`config.mk`:
```
export PLATFORM = sky130hd
export DESIGN_NAME = return_and_rotate_execution
export DESIGN_NICKNAME = d
export VERILOG_FILES = /design/src/rr_exec_pkg.sv /design/src/return_and_rotate_execution.sv
export SDC_FILE = /design/constraint.sdc
export NUM_CORES = 1
export LEC_CHECK = 0
export ABC_AREA = 1
export BUFFER_PORTS_ARGS = -buffer_cell sky130_fd_sc_hd__buf_2
export CAP_MARGIN = 20
export CELL_PAD_IN_SITES_DETAIL_PLACEMENT = 0
export CELL_PAD_IN_SITES_GLOBAL_PLACEMENT = 1
export CORE_MARGIN = 2
export CORE_UTILIZATION = 36
export DETAILED_ROUTE_END_ITERATION = 16
export PLACE_DENSITY_LB_ADDON = 0.1
export SKIP_CTS_REPAIR_TIMING = 1
export SLEW_MARGIN = 5
export SYNTH_ARGS = -nofsm -noshare
export SYNTH_HDL_FRONTEND = slang
export SYNTH_SLANG_ARGS = --single-unit
export TNS_END_PERCENT = 30
```
`constraint.sdc`:
```
create_clock -name clk_sys_in -period 2.7 [get_ports clk_sys_in]
set_input_delay 0.54 -clock clk_sys_in [delete_from_list [all_inputs] [get_ports clk_sys_in]]
set_output_delay 0.54 -clock clk_sys_in [all_outputs]
set_load 0.02 [all_outputs]
```
`src/rr_exec_pkg.sv`:
```
// constants, types and encodings for the return and rotate execution unit
package rr_exec_pkg;

   // instruction word layout
   localparam int INSTR_W = 14;
   localparam int OP_MSB = 13;
   localparam int OP_LSB = 8;
   localparam int DEST_BIT = 7;
   localparam int FADDR_W = 7;
   localparam int LIT_W = 8;

   // opcode field values
   localparam logic [5:0] OP_RETURN_WITH_LITERAL = 6'h01;
   localparam logic [5:0] OP_RETURN = 6'h02;
   localparam logic [5:0] OP_ROTATE_LEFT = 6'h03;
   localparam logic [5:0] OP_ROTATE_RIGHT = 6'h04;

   // destination select values
   localparam logic DEST_W = 1'b0;
   localparam logic DEST_FILE = 1'b1;

   // reset values
   localparam logic [7:0] W_RESET = 8'h00;
   localparam logic CARRY_RESET = 1'b0;

   // decoded operation
   typedef enum logic [2:0] {
      OPK_NONE = 3'b000,
      OPK_RET_LIT = 3'b001,
      OPK_RET = 3'b010,
      OPK_ROT_L = 3'b011,
      OPK_ROT_R = 3'b100
   } op_kind_t;

   // sequencing state
   typedef enum logic {
      ST_RUN = 1'b0,
      ST_RET_EXEC = 1'b1
   } state_t;

   // execute-stage contents
   typedef struct packed {
      logic valid;
      op_kind_t kind;
      logic dest;
      logic [7:0] lit;
   } exec_stage_t;

endpackage

```
`src/return_and_rotate_execution.sv`:
```
// execution unit for the two returns and the two rotates through carry
`timescale 1ns/100ps
module return_and_rotate_execution #(
   parameter int PC_W = 15,
   parameter int BANK_W = 6
) (
   // clock and reset
   input wire logic clk_sys_in,
   input wire logic rst_in,
   // instruction issue
   input wire logic instr_valid_in,
   input wire logic [rr_exec_pkg::INSTR_W-1:0] instr_in,
   input wire logic [BANK_W-1:0] bank_sel_in,
   output logic ready_out,
   // return stack
   input wire logic [PC_W-1:0] stack_top_entry_in,
   output logic stack_pop_out,
   output logic pc_load_out,
   output logic [PC_W-1:0] pc_out,
   // core state
   output logic [7:0] w_out,
   output logic carry_out,
   // data memory
   output logic [BANK_W+rr_exec_pkg::FADDR_W-1:0] file_raddr_out,
   input wire logic [7:0] file_rdata_in,
   output logic file_wr_out,
   output logic [BANK_W+rr_exec_pkg::FADDR_W-1:0] file_waddr_out,
   output logic [7:0] file_wdata_out
);

   localparam int ADDR_W = BANK_W + rr_exec_pkg::FADDR_W;

   // opcode field to operation
   function automatic rr_exec_pkg::op_kind_t decode(
      input logic [rr_exec_pkg::INSTR_W-1:0] instr
   );
      logic [5:0] op;
      op = instr[rr_exec_pkg::OP_MSB:rr_exec_pkg::OP_LSB];
      case (op)
         rr_exec_pkg::OP_RETURN_WITH_LITERAL:
            decode = rr_exec_pkg::OPK_RET_LIT;
         rr_exec_pkg::OP_RETURN: decode = rr_exec_pkg::OPK_RET;
         rr_exec_pkg::OP_ROTATE_LEFT: decode = rr_exec_pkg::OPK_ROT_L;
         rr_exec_pkg::OP_ROTATE_RIGHT: decode = rr_exec_pkg::OPK_ROT_R;
         default: decode = rr_exec_pkg::OPK_NONE;
      endcase
   endfunction

   // rotate through carry, returns {new carry, result}
   function automatic logic [8:0] rotate(
      input logic [7:0] data,
      input logic cin,
      input logic left
   );
      if (left) begin
         rotate = {data[7], data[6:0], cin};
      end else begin
         rotate = {data[0], cin, data[7:1]};
      end
   endfunction

   rr_exec_pkg::state_t state_reg, state_next;
   rr_exec_pkg::exec_stage_t ex_reg, ex_next;
   rr_exec_pkg::op_kind_t kind_in;
   logic accept;
   logic ready_reg, ready_next;
   logic [ADDR_W-1:0] raddr_reg, raddr_next;
   logic [7:0] w_reg, w_next;
   logic carry_reg, carry_next;
   logic [PC_W-1:0] pc_reg, pc_next;
   logic pop_reg, pop_next;
   logic pc_load_reg, pc_load_next;
   logic wr_reg, wr_next;
   logic [ADDR_W-1:0] waddr_reg, waddr_next;
   logic [7:0] wdata_reg, wdata_next;
   logic [7:0] operand;
   logic [8:0] rot_res;

   // issue: a return blocks the next issue for one cycle
   always_comb begin
      kind_in = decode(instr_in);
      accept = ready_reg && instr_valid_in;
      state_next = rr_exec_pkg::ST_RUN;
      case (state_reg)
         rr_exec_pkg::ST_RUN: begin
            if (accept && (kind_in == rr_exec_pkg::OPK_RET_LIT ||
                           kind_in == rr_exec_pkg::OPK_RET)) begin
               state_next = rr_exec_pkg::ST_RET_EXEC;
            end
         end
         rr_exec_pkg::ST_RET_EXEC: state_next = rr_exec_pkg::ST_RUN;
         default: state_next = rr_exec_pkg::ST_RUN;
      endcase
      ready_next = (state_next == rr_exec_pkg::ST_RUN);
      ex_next.valid = accept && (kind_in != rr_exec_pkg::OPK_NONE);
      ex_next.kind = kind_in;
      ex_next.dest = instr_in[rr_exec_pkg::DEST_BIT];
      ex_next.lit = instr_in[rr_exec_pkg::LIT_W-1:0];
      // bank selects the page, the field the offset within it
      raddr_next = accept ?
         {bank_sel_in, instr_in[rr_exec_pkg::FADDR_W-1:0]} : raddr_reg;
   end

   // issue registers
   always_ff @(posedge clk_sys_in or posedge rst_in) begin
      if (rst_in) begin
         state_reg <= rr_exec_pkg::ST_RUN;
         ready_reg <= 1'b1;
         ex_reg <= '0;
         raddr_reg <= '0;
      end else begin
         state_reg <= state_next;
         ready_reg <= ready_next;
         ex_reg <= ex_next;
         raddr_reg <= raddr_next;
      end
   end

   // execute: forwarding covers a write-back still in flight to memory
   always_comb begin
      operand = (wr_reg && waddr_reg == raddr_reg) ? wdata_reg : file_rdata_in;
      rot_res = rotate(operand, carry_reg,
                       ex_reg.kind == rr_exec_pkg::OPK_ROT_L);
      w_next = w_reg;
      carry_next = carry_reg;
      pc_next = pc_reg;
      pop_next = 1'b0;
      pc_load_next = 1'b0;
      wr_next = 1'b0;
      waddr_next = waddr_reg;
      wdata_next = wdata_reg;
      if (ex_reg.valid) begin
         case (ex_reg.kind)
            rr_exec_pkg::OPK_RET_LIT: begin
               w_next = ex_reg.lit;
               pc_next = stack_top_entry_in;
               pop_next = 1'b1;
               pc_load_next = 1'b1;
            end
            rr_exec_pkg::OPK_RET: begin
               pc_next = stack_top_entry_in;
               pop_next = 1'b1;
               pc_load_next = 1'b1;
            end
            rr_exec_pkg::OPK_ROT_L, rr_exec_pkg::OPK_ROT_R: begin
               carry_next = rot_res[8];
               if (ex_reg.dest == rr_exec_pkg::DEST_W) begin
                  w_next = rot_res[7:0];
               end else begin
                  wr_next = 1'b1;
                  waddr_next = raddr_reg;
                  wdata_next = rot_res[7:0];
               end
            end
            default: begin
               w_next = w_reg;
            end
         endcase
      end
   end

   // core state and memory write registers
   always_ff @(posedge clk_sys_in or posedge rst_in) begin
      if (rst_in) begin
         w_reg <= rr_exec_pkg::W_RESET;
         carry_reg <= rr_exec_pkg::CARRY_RESET;
         pc_reg <= '0;
         pop_reg <= 1'b0;
         pc_load_reg <= 1'b0;
         wr_reg <= 1'b0;
         waddr_reg <= '0;
         wdata_reg <= 8'h00;
      end else begin
         w_reg <= w_next;
         carry_reg <= carry_next;
         pc_reg <= pc_next;
         pop_reg <= pop_next;
         pc_load_reg <= pc_load_next;
         wr_reg <= wr_next;
         waddr_reg <= waddr_next;
         wdata_reg <= wdata_next;
      end
   end

   // outputs straight from flip-flops
   assign ready_out = ready_reg;
   assign stack_pop_out = pop_reg;
   assign pc_load_out = pc_load_reg;
   assign pc_out = pc_reg;
   assign w_out = w_reg;
   assign carry_out = carry_reg;
   assign file_raddr_out = raddr_reg;
   assign file_wr_out = wr_reg;
   assign file_waddr_out = waddr_reg;
   assign file_wdata_out = wdata_reg;

   logic is_rot;
   assign is_rot = ex_reg.valid && (ex_reg.kind == rr_exec_pkg::OPK_ROT_L ||
                                    ex_reg.kind == rr_exec_pkg::OPK_ROT_R);
endmodule // return_and_rotate_execution

```
==> impl_metrics.tcl <==
set metrics [dict create \
    r2r_start "ex_reg[9]" \
    rsz0062_at_grt "false" \
    top_layer_used "met4" \
    startpoint "ex_reg[9]" \
    critPathArrivalTime_ns 2.16 \
    clock.fmax_ghz 0.5184 \
    die-area_um2 10080 \
    hpwl_mm 5.962 \
    rr_worst_depth 11 \
    yosysTopAreaCellShare_pct 54.62 \
    power.density_nw_per_um2 605.3 \
    synth_nets 465 \
    critPathMaxStageDelay_ns 0.38 \
    cp_slowest_cell "dfrtp_1" \
    yosys-top-cells-count "165 x nand2_1, 73 x dfrtp_1, 49 x inv_1" \
    path_max_fanout 40 \
    drt_wl_total_mm 8.096 \
    wl_met1_mm 3.868 \
    die_h_um 100.4 \
    layout-drive-gt1-share_pct 27.20 \
    largest_register_ffs 15 \
    gp_congestion 0.8824 \
    wl_met3_um 450 \
    synth_most_common_cell "nand2_1" \
    dp_cells 628 \
    start_util_pct 36.72 \
    drtIter0Drc 137 \
    fin_nets 574 \
    total_power_mw 2.556 \
    cap_violations 0 \
    wl_per_cell_um 12.57 \
    grt_max_degree 41 \
    clk_pin_slew_ns 0.08 \
    yosys.area.top_type "dfrtp_1" \
    ys_warn_count 0 \
    synth_edf_count 0 \
    syn_area_per_cell_um2 7.982 \
    fin_cells 644 \
    area_delta_synth_final_pct 26.26 \
    cts_tree "built" \
    antenna_found_initial 0 \
    portBuffers 107 \
    timing.rr.end "file_waddr_out[0]" \
    period_share_pct 71.45 \
    path_cells "nand2_1 -> nor2_2 -> buf_4 -> inv_2 -> nand2_4 -> nand2_2 -> nor2_2 -> buf_4 -> inv_1 -> nand2_1 -> o21ai_1" \
    viasPerCell 4.531 \
    ant_nets 0 \
    syn_area_um2 3344 \
    drtPass1Iterations 4 \
    die_x_um 100.4 \
    ios 108 \
    hold_viol 0 \
    endpoint_kind "flop" \
    setup_viol 0 \
    h-tree-depth 3 \
    async_reset_ff_share_pct 100.0 \
    slew_violations 0 \
    status "complete, no violations" \
    rows 35 \
    ys_dominant_reg_cell "dfrtp_1" \
    reg2reg_slack_ns 0.77 \
    track_usage_pct 17.30 \
    met2_length_mm 3.723 \
    diodes 0 \
    cts_sinks 74 \
    ys_ff_latch 74 \
    grt.overflow.total 0 \
    cts_root_buffer "clkbuf_8" \
    grt_pass1_wl_mm 13.65 \
    synthTopCellsByArea "dfrtp_1 55%, nand2_1 19%, inv_1 5.5%, nand3_1 4.3%, o21ai_0 3.7%" \
    vias 2918 \
    synth.distinct_cells 28 \
    cp.required_ns 2.93 \
    fin_skew_ns 0.01097 \
    filler_cell_count 961 \
    grt_pass1_vias 2890 \
    period_minus_slack_ns 1.929 \
    cts_buffers 9 \
    core_area_um2 9109 \
    slew-limit-headroom_pct 50.67 \
    drc 0 \
    ir_worst_vdd_mv 0.2377 \
    cts.path.max_buffers 2 \
    p_leak_nw 2.199 \
    seq_area_frac_synth_pct 55.41 \
    syn_inst 419 \
    hold_path_class "in2async" \
    fin_setup_tns_ns 0 \
    cp-start-kind "flop" \
    crit_type "reg2reg" \
    clk_latency_ns 0.33 \
    tightest_slew_ns 0.7391 \
]
[worst max-delay path, delay by kind of cell, from the launching register on]
family                 cells  cell delay [ns]
AOI/OAI and AO/OA          1             0.05
and+or+nand+nor            6             0.60
buffers and inverters      4             0.78
DFF                        1             0.38
[how the worst max path moves through the flow]
stage,end,slack (ns),cells past startpoint
6_report,file_waddr_out[0],0.77,11
5_1_grt,file_wdata_out[1],0.52,11
4_1_cts,file_waddr_out[0],0.75,11
3_5_place_dp,file_waddr_out[0],0.76,11
3_3_place_gp,file_waddr_out[0],0.82,11
2_1_floorplan,carry_out,0.28,1
[metal layers]
layer / track usage (%) / vias to the layer above
met5: 0 / -
met4: 5.269 / 0
met3: 4.666 / 4
met2: 26.38 / 82
met1: 24.20 / 1330
li1: - / 1502
[placed cells by master (no fill, tap or decap), types with 3 or more instances in the layout]
cell type and instances:
buf_2 107, buf_4 3, bufinv_16 3, clkbuf_8 9, clkinv_2 3, dfrtp_1 73
inv_1 48, inv_2 4, nand2_1 165, nand3_1 29, nor2_1 32, o21ai_0 25
o21ai_2 5
[where the power goes]
group,switching [mW],leakage [nW],total [mW],internal [mW]
sequential,0.0454,0.834,1.22,1.17
combinational,0.211,1.24,0.325,0.114
clock,0.401,0.120,1.01,0.610
[cell families (layout without fill, tap and decap cells)]
| family | Yosys count | count (layout) | share of synthesized area, % |
|---|---|---|---|
| XOR/XNOR | 1 | 1 | 0.2619 |
| AND/OR/NAND/NOR | 243 | 243 | 30.34 |
| flip-flops | 74 | 74 | 55.41 |
| AO/OA/AOI/OAI | 36 | 36 | 6.023 |
| buffers and inverters | 65 | 179 | 7.968 |
[cell type report]
type	count	area [um2]	share of cell area, %
Clock inverter	6	105.1	2.489
Tap cell	111	138.9	3.289
Timing Repair Buffer	111	578.1	13.69
Inverter	52	195.2	4.622
Sequential cell	74	1853	43.88
Clock buffer	10	127.6	3.022
Multi-Input combinational cell	280	1225	29.01
[metrics by stage]
| step | utilization (%) | hold slack, ns | area, um2 | setup slack (ns) |
|---|---|---|---|---|
| 3_3_place_gp | 43.80 | 0.4224 | 3990 | 0.8181 |
| 5_1_grt | 46.36 | 0.2900 | 4223 | 0.5217 |
| 4_1_cts | 46.36 | 0.2602 | 4223 | 0.7464 |
| 6_report | 46.36 | 0.2527 | 4223 | 0.7709 |
| 3_5_place_dp | 43.80 | 0.4090 | 3990 | 0.7645 |
| 2_1_floorplan | - | 0.3980 | 3344 | 0.2800 |
(Power assumes the default switching activity.)
